$ cat config.mk
export PLATFORM = sky130hd
export DESIGN_NAME = ict_core
export DESIGN_NICKNAME = d
export VERILOG_FILES = /design/src/hdl/ict_pkg.sv /design/src/hdl/ict_core.sv /design/src/hdl/ict_data_ram.sv
export SDC_FILE = /design/constraint.sdc
export NUM_CORES = 2
export LEC_CHECK = 0
export BUFFER_PORTS_ARGS = -buffer_cell sky130_fd_sc_hd__buf_4
export CORE_UTILIZATION = 40
export CTS_BUF_LIST = sky130_fd_sc_hd__clkbuf_16
export DETAILED_ROUTE_END_ITERATION = 8
export PLACE_DENSITY_LB_ADDON = 0.3
export SLEW_MARGIN = 25
export SYNTH_ARGS = -nofsm -noshare
export SYNTH_HDL_FRONTEND = slang
export SYNTH_SLANG_ARGS = --single-unit
export TNS_END_PERCENT = 50
$ cat constraint.sdc
create_clock -name clock -period 19.8 [get_ports clock]
set_clock_uncertainty 0.15 [all_clocks]
set_input_delay 3.96 -clock clock [delete_from_list [all_inputs] [get_ports clock]]
set_output_delay 3.96 -clock clock [all_outputs]
set_load 0.05 [all_outputs]
$ cat src/hdl/ict_pkg.sv
// constants for the instruction cycle timing core
package ict_pkg;
  localparam int unsigned PC_W = 11;
  localparam int unsigned INSN_W = 16;
  localparam int unsigned DATA_W = 8;
  localparam int unsigned STACK_DEPTH = 4;
  localparam int unsigned SLOTS_PER_CYCLE = 4;
  localparam logic [1:0] SLOT_LAST = 2'h3;
  localparam logic [PC_W-1:0] RESET_VECTOR = 11'h000;
  localparam logic [DATA_W-1:0] PC_LOW_ADDR = 8'h06;
  localparam int unsigned CLOCK_HZ = 20000000;
  localparam int unsigned OSC_4MHZ = 4000000;
  localparam int unsigned OSC_8MHZ = 8000000;
  // opcode classes in insn[15:12]
  localparam logic [3:0] OP_LOAD_MEM = 4'h0;
  localparam logic [3:0] OP_STORE_MEM = 4'h1;
  localparam logic [3:0] OP_LOAD_IMM = 4'h2;
  localparam logic [3:0] OP_ADD = 4'h3;
  localparam logic [3:0] OP_SUB = 4'h4;
  localparam logic [3:0] OP_LOGIC = 4'h5;
  localparam logic [3:0] OP_INCDEC = 4'h6;
  localparam logic [3:0] OP_ROT = 4'h7;
  localparam logic [3:0] OP_BITSET = 4'h8;
  localparam logic [3:0] OP_BITCLR = 4'h9;
  localparam logic [3:0] OP_SKIP = 4'hA;
  localparam logic [3:0] OP_JUMP = 4'hB;
  localparam logic [3:0] OP_CALL = 4'hC;
  localparam logic [3:0] OP_SUB_EXIT = 4'hD;
  localparam logic [3:0] OP_TABRD = 4'hE;
  localparam logic [3:0] OP_HALT = 4'hF;
  // sub-field variants: LG_ in insn[11:10], SK_ in insn[9:8]
  localparam logic [1:0] LG_AND = 2'h0;
  localparam logic [1:0] LG_OR = 2'h1;
  localparam logic [1:0] LG_XOR = 2'h2;
  localparam logic [1:0] LG_INV = 2'h3;
  localparam logic [1:0] SK_ZERO = 2'h0;
  localparam logic [1:0] SK_BITZ = 2'h1;
  localparam logic [1:0] SK_BITNZ = 2'h2;
  typedef enum logic [3:0] {
    ICT_RUN = 4'b0001,
    ICT_EXTRA = 4'b0010,
    ICT_HALT = 4'b0100,
    ICT_FETCH = 4'b1000
  } ict_state_t;
endpackage

$ cat src/hdl/ict_core.sv
// instruction sequencing and timing core
// Functional notes
// RULE1: every instruction cycle lasts exactly four system clocks
// RULE2: ordinary instructions finish in one instruction cycle
// RULE3: jump, call, return, interrupt return, table read take two cycles
// RULE4: writing program counter low jumps there and costs one extra cycle
// RULE5: conditional skip costs one cycle, two when it skips
// RULE6: oscillator 4 or 8 MHz fixed by a programming option only
// RULE7: logic operations set zero flag on a zero result
// RULE8: rotates move one bit; carry variants pass the bit through carry
// RULE9: return resumes right after the originating call
// RULE10: conditional branches test a byte or a bit, then skip or not
// RULE11: bit set and clear rewrite only the chosen bit
// RULE12: addition carries above 255, subtraction borrows below zero
// RULE13: increment and decrement change by one, to memory or accumulator
// RULE14: table read fetches fixed data from program memory
// RULE15: moves go register to accumulator, back, and immediate to accumulator
// RULE16: power-down instruction enters the low-power state
// RULE17: interrupt return sets global enable; plain return leaves it alone
// RULE18: otherwise program counter advances by one per instruction
module ict_core #(
  parameter int unsigned PC_W = ict_pkg::PC_W,
  parameter int unsigned STACK_DEPTH = ict_pkg::STACK_DEPTH
) (
  input wire logic clock,
  input wire logic reset_n,
  input wire logic osc_sel_8mhz,
  output logic [PC_W-1:0] prog_addr,
  input wire logic [ict_pkg::INSN_W-1:0] prog_data,
  input wire logic wake_req,
  output logic [7:0] acc,
  output logic flag_z,
  output logic flag_c,
  output logic global_irq_enable,
  output logic [7:0] table_data,
  output logic powered_down,
  output logic osc_is_8mhz,
  output logic cycle_start,
  output logic insn_done
);
  localparam int unsigned SP_W = $clog2(STACK_DEPTH);

  ict_pkg::ict_state_t state_q;
  logic [1:0] slot_q;
  logic [PC_W-1:0] pc_q;
  logic [PC_W-1:0] pc_d;
  logic [ict_pkg::INSN_W-1:0] insn_q;
  logic [7:0] acc_q;
  logic z_q;
  logic c_q;
  logic irq_en_q;
  logic [7:0] tbl_q;
  logic osc_q;
  logic osc_caught_q;
  logic [PC_W-1:0] stack_q [STACK_DEPTH];
  logic [SP_W-1:0] sp_q;
  logic wake_s1_q;
  logic wake_s2_q;
  logic [7:0] mem_rd;
  logic mem_we;
  logic [7:0] mem_wd;
  logic [7:0] res;
  logic to_acc;
  logic to_mem;
  logic z_we;
  logic z_new;
  logic c_we;
  logic c_new;
  logic skip;
  logic extra;
  logic [8:0] wide;
  logic [3:0] op;
  logic [1:0] sub;
  logic [2:0] bitsel;
  logic [7:0] maddr;
  logic [7:0] imm;
  logic last_slot;
  logic exec;

  assign op = insn_q[15:12];
  assign sub = insn_q[11:10];
  assign bitsel = insn_q[10:8];
  assign maddr = insn_q[7:0];
  assign imm = insn_q[7:0];
  assign last_slot = (slot_q == ict_pkg::SLOT_LAST);
  assign exec = last_slot && (state_q == ict_pkg::ICT_RUN);

  ict_data_ram #(
    .DATA_W(8),
    .DEPTH(256)
  ) u_ram (
    .clock(clock),
    .rd_addr(maddr),
    .rd_data(mem_rd),
    .wr_en(mem_we),
    .wr_addr(maddr),
    .wr_data(mem_wd)
  );

  // four system clocks per instruction cycle
  always_ff @(posedge clock or negedge reset_n)
  begin
    if (!reset_n)
    begin
      slot_q <= 2'h0;
    end
    else if (state_q == ict_pkg::ICT_HALT)
    begin
      slot_q <= 2'h0;
    end
    else
    begin
      slot_q <= slot_q + 2'h1; // RULE1
    end
  end

  // wake input crosses from outside
  always_ff @(posedge clock or negedge reset_n)
  begin
    if (!reset_n)
    begin
      wake_s1_q <= 1'b0;
      wake_s2_q <= 1'b0;
    end
    else
    begin
      wake_s1_q <= wake_req;
      wake_s2_q <= wake_s1_q;
    end
  end

  // oscillator option caught once after reset release
  always_ff @(posedge clock or negedge reset_n)
  begin
    if (!reset_n)
    begin
      osc_q <= 1'b0;
      osc_caught_q <= 1'b0;
    end
    else if (!osc_caught_q)
    begin
      osc_q <= osc_sel_8mhz; // RULE6
      osc_caught_q <= 1'b1;
    end
  end

  // datapath of the executing instruction
  always_comb
  begin
    res = acc_q;
    wide = 9'h000;
    to_acc = 1'b0;
    to_mem = 1'b0;
    z_we = 1'b0;
    c_we = 1'b0;
    c_new = c_q;
    skip = 1'b0;
    case (op)
      ict_pkg::OP_LOAD_MEM:
      begin
        res = mem_rd; // RULE15
        to_acc = 1'b1;
      end
      ict_pkg::OP_STORE_MEM:
      begin
        res = acc_q; // RULE15
        to_mem = 1'b1;
      end
      ict_pkg::OP_LOAD_IMM:
      begin
        res = imm; // RULE15
        to_acc = 1'b1;
      end
      ict_pkg::OP_ADD:
      begin
        wide = {1'b0, acc_q} + {1'b0, mem_rd} + {8'h00, sub[0] & c_q};
        res = wide[7:0];
        c_new = wide[8]; // RULE12
        c_we = 1'b1;
        z_we = 1'b1;
        to_acc = !sub[1];
        to_mem = sub[1];
      end
      ict_pkg::OP_SUB:
      begin
        wide = {1'b0, acc_q} - {1'b0, mem_rd} - {8'h00, sub[0] & !c_q};
        res = wide[7:0];
        c_new = !wide[8]; // RULE12
        c_we = 1'b1;
        z_we = 1'b1;
        to_acc = !sub[1];
        to_mem = sub[1];
      end
      ict_pkg::OP_LOGIC:
      begin
        case (sub)
          ict_pkg::LG_AND: res = acc_q & mem_rd;
          ict_pkg::LG_OR: res = acc_q | mem_rd;
          ict_pkg::LG_XOR: res = acc_q ^ mem_rd;
          default: res = ~mem_rd;
        endcase
        z_we = 1'b1; // RULE7
        to_acc = !insn_q[9];
        to_mem = insn_q[9];
      end
      ict_pkg::OP_INCDEC:
      begin
        res = sub[0] ? (mem_rd - 8'h01) : (mem_rd + 8'h01); // RULE13
        z_we = 1'b1;
        to_acc = sub[1];
        to_mem = !sub[1];
      end
      ict_pkg::OP_ROT:
      begin
        case (sub)
          2'h0: res = {mem_rd[0], mem_rd[7:1]}; // RULE8
          2'h1: res = {mem_rd[6:0], mem_rd[7]};
          2'h2:
          begin
            res = {c_q, mem_rd[7:1]}; // RULE8
            c_new = mem_rd[0];
            c_we = 1'b1;
          end
          default:
          begin
            res = {mem_rd[6:0], c_q};
            c_new = mem_rd[7];
            c_we = 1'b1;
          end
        endcase
        to_acc = insn_q[9];
        to_mem = !insn_q[9];
      end
      ict_pkg::OP_BITSET:
      begin
        res = mem_rd | (8'h01 << bitsel); // RULE11
        to_mem = 1'b1;
      end
      ict_pkg::OP_BITCLR:
      begin
        res = mem_rd & ~(8'h01 << bitsel); // RULE11
        to_mem = 1'b1;
      end
      ict_pkg::OP_SKIP:
      begin
        res = mem_rd;
        case (insn_q[9:8])
          ict_pkg::SK_ZERO: skip = (mem_rd == 8'h00); // RULE10
          ict_pkg::SK_BITZ: skip = !mem_rd[insn_q[2:0]];
          ict_pkg::SK_BITNZ: skip = mem_rd[insn_q[2:0]];
          default: skip = 1'b0;
        endcase
      end
      default:
      begin
        res = acc_q;
      end
    endcase
    z_new = (res == 8'h00);
  end

  assign mem_we = exec && to_mem;
  assign mem_wd = res;

  // flow: extra cycle for branches, table reads, program counter low writes, taken skips
  always_comb
  begin
    pc_d = pc_q + {{(PC_W-1){1'b0}}, 1'b1}; // RULE18
    extra = 1'b0;
    case (op)
      ict_pkg::OP_JUMP, ict_pkg::OP_CALL:
      begin
        pc_d = insn_q[PC_W-1:0]; // RULE3
        extra = 1'b1;
      end
      ict_pkg::OP_SUB_EXIT:
      begin
        pc_d = stack_q[sp_q - SP_W'(1)]; // RULE9
        extra = 1'b1;
      end
      ict_pkg::OP_TABRD:
      begin
        extra = 1'b1; // RULE3
      end
      ict_pkg::OP_SKIP:
      begin
        if (skip)
        begin
          pc_d = pc_q + {{(PC_W-2){1'b0}}, 2'h2}; // RULE5
          extra = 1'b1;
        end
      end
      default:
      begin
        if (to_mem && maddr == ict_pkg::PC_LOW_ADDR)
        begin
          pc_d = {pc_q[PC_W-1:8], res}; // RULE4
          extra = 1'b1;
        end
      end
    endcase
  end

  // sequencing state machine
  always_ff @(posedge clock or negedge reset_n)
  begin
    if (!reset_n)
    begin
      state_q <= ict_pkg::ICT_FETCH;
    end
    else
    begin
      case (state_q)
        ict_pkg::ICT_FETCH:
        begin
          if (last_slot)
          begin
            state_q <= ict_pkg::ICT_RUN;
          end
        end
        ict_pkg::ICT_RUN:
        begin
          if (last_slot)
          begin
            if (op == ict_pkg::OP_HALT)
            begin
              state_q <= ict_pkg::ICT_HALT; // RULE16
            end
            else if (extra)
            begin
              state_q <= ict_pkg::ICT_EXTRA; // RULE3
            end
            else
            begin
              state_q <= ict_pkg::ICT_RUN; // RULE2
            end
          end
        end
        ict_pkg::ICT_EXTRA:
        begin
          if (last_slot)
          begin
            state_q <= ict_pkg::ICT_RUN;
          end
        end
        ict_pkg::ICT_HALT:
        begin
          if (wake_s2_q)
          begin
            state_q <= ict_pkg::ICT_FETCH;
          end
        end
        default:
        begin
          state_q <= ict_pkg::ICT_FETCH;
        end
      endcase
    end
  end

  // program counter and instruction register
  always_ff @(posedge clock or negedge reset_n)
  begin
    if (!reset_n)
    begin
      pc_q <= ict_pkg::RESET_VECTOR;
      insn_q <= '0;
    end
    else if (last_slot)
    begin
      if (exec)
      begin
        pc_q <= pc_d; // RULE18
      end
      if (state_q != ict_pkg::ICT_RUN || !extra)
      begin
        insn_q <= prog_data;
      end
    end
  end

  // return stack
  always_ff @(posedge clock or negedge reset_n)
  begin
    if (!reset_n)
    begin
      sp_q <= '0;
      for (int i = 0; i < STACK_DEPTH; i++)
      begin
        stack_q[i] <= '0;
      end
    end
    else if (exec && op == ict_pkg::OP_CALL)
    begin
      stack_q[sp_q] <= pc_q + {{(PC_W-1){1'b0}}, 1'b1}; // RULE9
      sp_q <= sp_q + SP_W'(1);
    end
    else if (exec && op == ict_pkg::OP_SUB_EXIT)
    begin
      sp_q <= sp_q - SP_W'(1);
    end
  end

  // accumulator and flags
  always_ff @(posedge clock or negedge reset_n)
  begin
    if (!reset_n)
    begin
      acc_q <= 8'h00;
      z_q <= 1'b0;
      c_q <= 1'b0;
    end
    else if (exec)
    begin
      if (to_acc)
      begin
        acc_q <= res;
      end
      if (z_we)
      begin
        z_q <= z_new; // RULE7
      end
      if (c_we)
      begin
        c_q <= c_new; // RULE12
      end
    end
  end

  // global enable on interrupt return
  always_ff @(posedge clock or negedge reset_n)
  begin
    if (!reset_n)
    begin
      irq_en_q <= 1'b0;
    end
    else if (exec && op == ict_pkg::OP_SUB_EXIT && insn_q[0])
    begin
      irq_en_q <= 1'b1; // RULE17
    end
  end

  // table byte caught one slot before the next fetch
  always_ff @(posedge clock or negedge reset_n)
  begin
    if (!reset_n)
    begin
      tbl_q <= 8'h00;
    end
    else if (state_q == ict_pkg::ICT_EXTRA && slot_q == 2'h2 && op == ict_pkg::OP_TABRD)
    begin
      tbl_q <= prog_data[7:0]; // RULE14
    end
  end

  always_comb
  begin
    if (state_q == ict_pkg::ICT_EXTRA && op == ict_pkg::OP_TABRD && !last_slot)
    begin
      prog_addr = {acc_q[PC_W-9:0], insn_q[7:0]}; // RULE14
    end
    else if (exec && !extra)
    begin
      prog_addr = pc_d; // RULE18
    end
    else
    begin
      prog_addr = pc_q;
    end
  end

  assign acc = acc_q;
  assign flag_z = z_q;
  assign flag_c = c_q;
  assign global_irq_enable = irq_en_q;
  assign table_data = tbl_q;
  assign powered_down = (state_q == ict_pkg::ICT_HALT);
  assign osc_is_8mhz = osc_q;
  assign cycle_start = (slot_q == 2'h0) && (state_q != ict_pkg::ICT_HALT);
  assign insn_done = last_slot && ((state_q == ict_pkg::ICT_EXTRA) || (exec && !extra));
endmodule

$ cat src/hdl/ict_data_ram.sv
// data memory with registered read port
module ict_data_ram #(
  parameter int unsigned DATA_W = 8,
  parameter int unsigned DEPTH = 256
) (
  input wire logic clock,
  input wire logic [$clog2(DEPTH)-1:0] rd_addr,
  output logic [DATA_W-1:0] rd_data,
  input wire logic wr_en,
  input wire logic [$clog2(DEPTH)-1:0] wr_addr,
  input wire logic [DATA_W-1:0] wr_data
);
  logic [DATA_W-1:0] mem [DEPTH];

  always_ff @(posedge clock)
  begin
    if (wr_en)
    begin
      mem[wr_addr] <= wr_data;
    end
    rd_data <= mem[rd_addr];
  end
endmodule

==> impl_metrics.toml <==
[status]
status = "completed"

[timing]
setup_violations = 0
slew_headroom_pct = 22.1
final.min_clock_period_ns = 9.29
hold_viol_final = 0
rsz0062_at_grt = "no"
tightest_slew_ns = 1.16
setup_ws_ns = 10.51
holdWs_ns = 0.206
timing.final.max_slew_violations = 0
tns_ns = 0
post-route-period-util_pct = 46.9
fmax_mhz = 108

[pwr]
p_int_mw = 11.4
power.share.combinational_pct = 36.9
ir_drop_uv = 307
netSwitchingFraction_pct = 36.2
p_total_mw = 17.8
p_sw_mw = 6.46
p_leak_nw = 30.9
p_seq_share_pct = 40.8
pwr_density_cell_mw_per_mm2 = 182
clockPowerShare_pct = 22.3

[cells_and_area]
fin_cells = 7342
finalInstanceArea_sq_mm = 0.0979
drive_gt1_share_pct = 26.6
fin_util_pct = 45.4
finalNetCount = 4394
syn2layout_area_growth_pct = 12.5

[global_routing]
use_met3_pct = 3.91
met1_usage_pct = 28.7
grt_pass1_wl_microns = 318000
grt-ovfl-total = 0
antenna_found_initial = 6
grt-busiest-layer = "met2"
grt_use_total_pct = 20.2
grt_pass1_vias = 43100
grt_max_degree = 206
grtUsageMet2_pct = 31.8

[synth]
synth_nets = 4290
synth-edff-count = 2048
yosysSeqAreaShare_pct = 73.7
synth_cells = 4220
synth_cell_types = 92
synth_xor_area_share_pct = 0.272
async_flop_share_pct = 4.73
ys.flop_type = "edfxtp_1"
syn_avg_cell_area_sq_um = 20.6
syn_area_sq_mm = 0.0871
synth-simple-area-share_pct = 3.39
synth_warnings = 0
synth.largest_area_cell = "edfxtp_1"
synth_fa_ha_area_share_pct = 0.762
synth_compound_area_share_pct = 2.47
muxShareOfSynthArea_pct = 17.8
synth_top_family_by_area = "multiplexers"
synth_top_area_share_pct = 70.6
ys_ff_latch = 2158
synth_area_leaders = "edfxtp_1 71%, mux4_2 17%, dfrtp_1 2.9%, nor2_1 1.3%, ha_1 0.65%"

[detailed_routing]
post_drt_wl_per_cell_microns = 30.0
route.vias.total = 43000
avgViaCountPerCell = 5.86
drt_wl_total_microns = 220000
dr.pass1.iters = 5
ant_nets = 0
drc = 0
drtIter0Drc = 5181

[clock_network]
cts_root_buf = "clkbuf_16"
cts_hold_buf = 0
cts_max_level = 4
clkTransAtPathRegs_ns = 0.07
cts_tree = "yes"
clock_sinks = 2158
cts_resized = 0
clk_latency_ns = 0.87
cts_buffers = 217
cts_setup_buffers = 0
clockBufferDepth = 3

[setup_path]
worstPathCellList = "buf_12 -> nor2b_1 -> nand3_2 -> a2111oi_4 -> nor2_1 -> o21ai_2 -> nor3_1 -> o31ai_1 -> buf_4"
cp-end-kind = "primary output"
start_kind = "flop"
slowest_delay_ns = 0.67
crit_required_ns = 15.69
critPathKind = "flop to primary output"
arrival_ns = 5.18
path_delay_family = "compound AO/OA/AOI/OAI gates"
cp_max_fo = 95
slowest_stage = "a2111oi_4"
worst-path-buf-inv = 2

[placement]
gp_congestion = 0.888
dp.final_hpwl_microns = 130000
dpl_cell_area_sq_mm = 0.0909
dp.cells = 6942
preCtsSetupSlack_ns = 11.09
port_buffers = 53

[die]
boundaryPins = 54
die_area_sq_mm = 0.220
core_sq_mm = 0.215
die_h_microns = 469
rows = 170
start_util_pct = 40.4
die_w_microns = 469

[min_path]
hold_path_class = "flop to flop"

[run]
maxCapViolCount = 0
## power by group through the flow
| stage | sequential (mW) | clock [mW] | combinational (mW) |
|---|---|---|---|
| after global placement | 7.37 | 0 | 6.46 |
| final | 7.28 | 3.98 | 6.59 |
| after global routing | 7.29 | 4.21 | 6.97 |
| after floorplan | 8.05 | 0 | 3.87 |
| after CTS | 7.28 | 4.05 | 6.65 |
| after detailed placement | 7.38 | 0 | 6.65 |
## worst paths after layout
check | start | endpoint | slack [ns] | depth (start not counted)
max in group asynchronous | reset_n | stack_q[12]$_DFFE_PN0P_ | 15.33 | 2
min reg2reg | wake_s1_q$_DFF_PN0_ | wake_s2_q$_DFF_PN0_ | 0.21 | 0
min | wake_s1_q$_DFF_PN0_ | wake_s2_q$_DFF_PN0_ | 0.21 | 0
max | insn_q[2]$_DFFE_PN0P_ | prog_addr[3] | 10.51 | 9
max reg2reg | insn_q[0]$_DFFE_PN0P_ | u_ram.rd_data[0]$_DFF_P_ | 12.94 | 9
min in group asynchronous | reset_n | state_q[1]$_DFFE_PN0P_ | 2.95 | 1
## cell usage after synthesis (all sizes together), types with 10 or more instances
master and number:
a211oi 10, a21oi 34, a22o 10, a22oi 17, a31oi 12, buf 121, clkbuf 141, dfrtp 101
edfxtp 2048, ha 45, inv 52, mux2 34, mux2i 18, mux4 664, nand2 143, nand2b 12
nand3 53, nand4 14, nor2 304, nor2b 35, nor3 16, nor4 12, o211ai 11, o21a 13
o21ai 91, o22ai 12, xnor2 16, xor2 11
## worst reg2reg max path: cells and delay by family (launching register included)
kind | cells | cell delay, ns
buf+inv | 4 | 3.00
mux | 2 | 1.23
simple gates | 2 | 1.13
flops | 1 | 0.82
compound gates | 1 | 0.29
## cells by family (layout without fill, tap and decap cells)
family | Yosys count | in the layout
simple gates | 646 | 646
compound gates | 308 | 308
fa+ha+maj | 50 | 50
flops | 2158 | 2158
xor+xnor | 27 | 27
buf+inv | 314 | 597
mux | 716 | 716
other cells | 1 | 2
## per-layer routing
layer  share of wire, %  up-vias
met2                 48     1746
met5             0.0059        -
met1                 42    23200
li1                   -    17700
met4                2.3        2
met3                7.6      294
## flip-flops by register name (all words and copies together) (netlist names), 2 cells and up
signal / count
acc: 8
u_ram.rd_data: 8
slot_q: 2
u_ram.mem: 2048
insn_q: 16
table_data: 8
stack_q: 44
state_q: 4
pc_q: 11
sp_q: 2
## layout make-up
class	instances	area (sq um)
fillers	18000	118000
flip-flops and latches	2158	64200
multi-input cells	1748	21700
clock buffers	219	5480
well taps	2838	3550
clock inverters	179	1440
repair buffers	147	1280
inverters	52	195
diodes	1	2.50
## cell usage in the layout, fill, tap and decap left out, types with 18 or more instances in the layout
cell / Yosys / routed
ha_1: 45 / 45
nand3_1: 52 / 48
mux2_2: 34 / 34
nor2b_1: 35 / 32
mux4_2: 664 / 664
clkinv_2: 0 / 38
nor2_1: 304 / 303
nand2_1: 143 / 131
edfxtp_1: 2048 / 2048
dfrtp_1: 101 / 95
inv_1: 50 / 99
clkinv_1: 0 / 52
a21oi_1: 34 / 34
buf_4: 5 / 131
clkbuf_16: 0 / 219
mux2i_1: 18 / 18
o21ai_0: 88 / 88
Note: power is estimated with default switching activity, not from simulation.
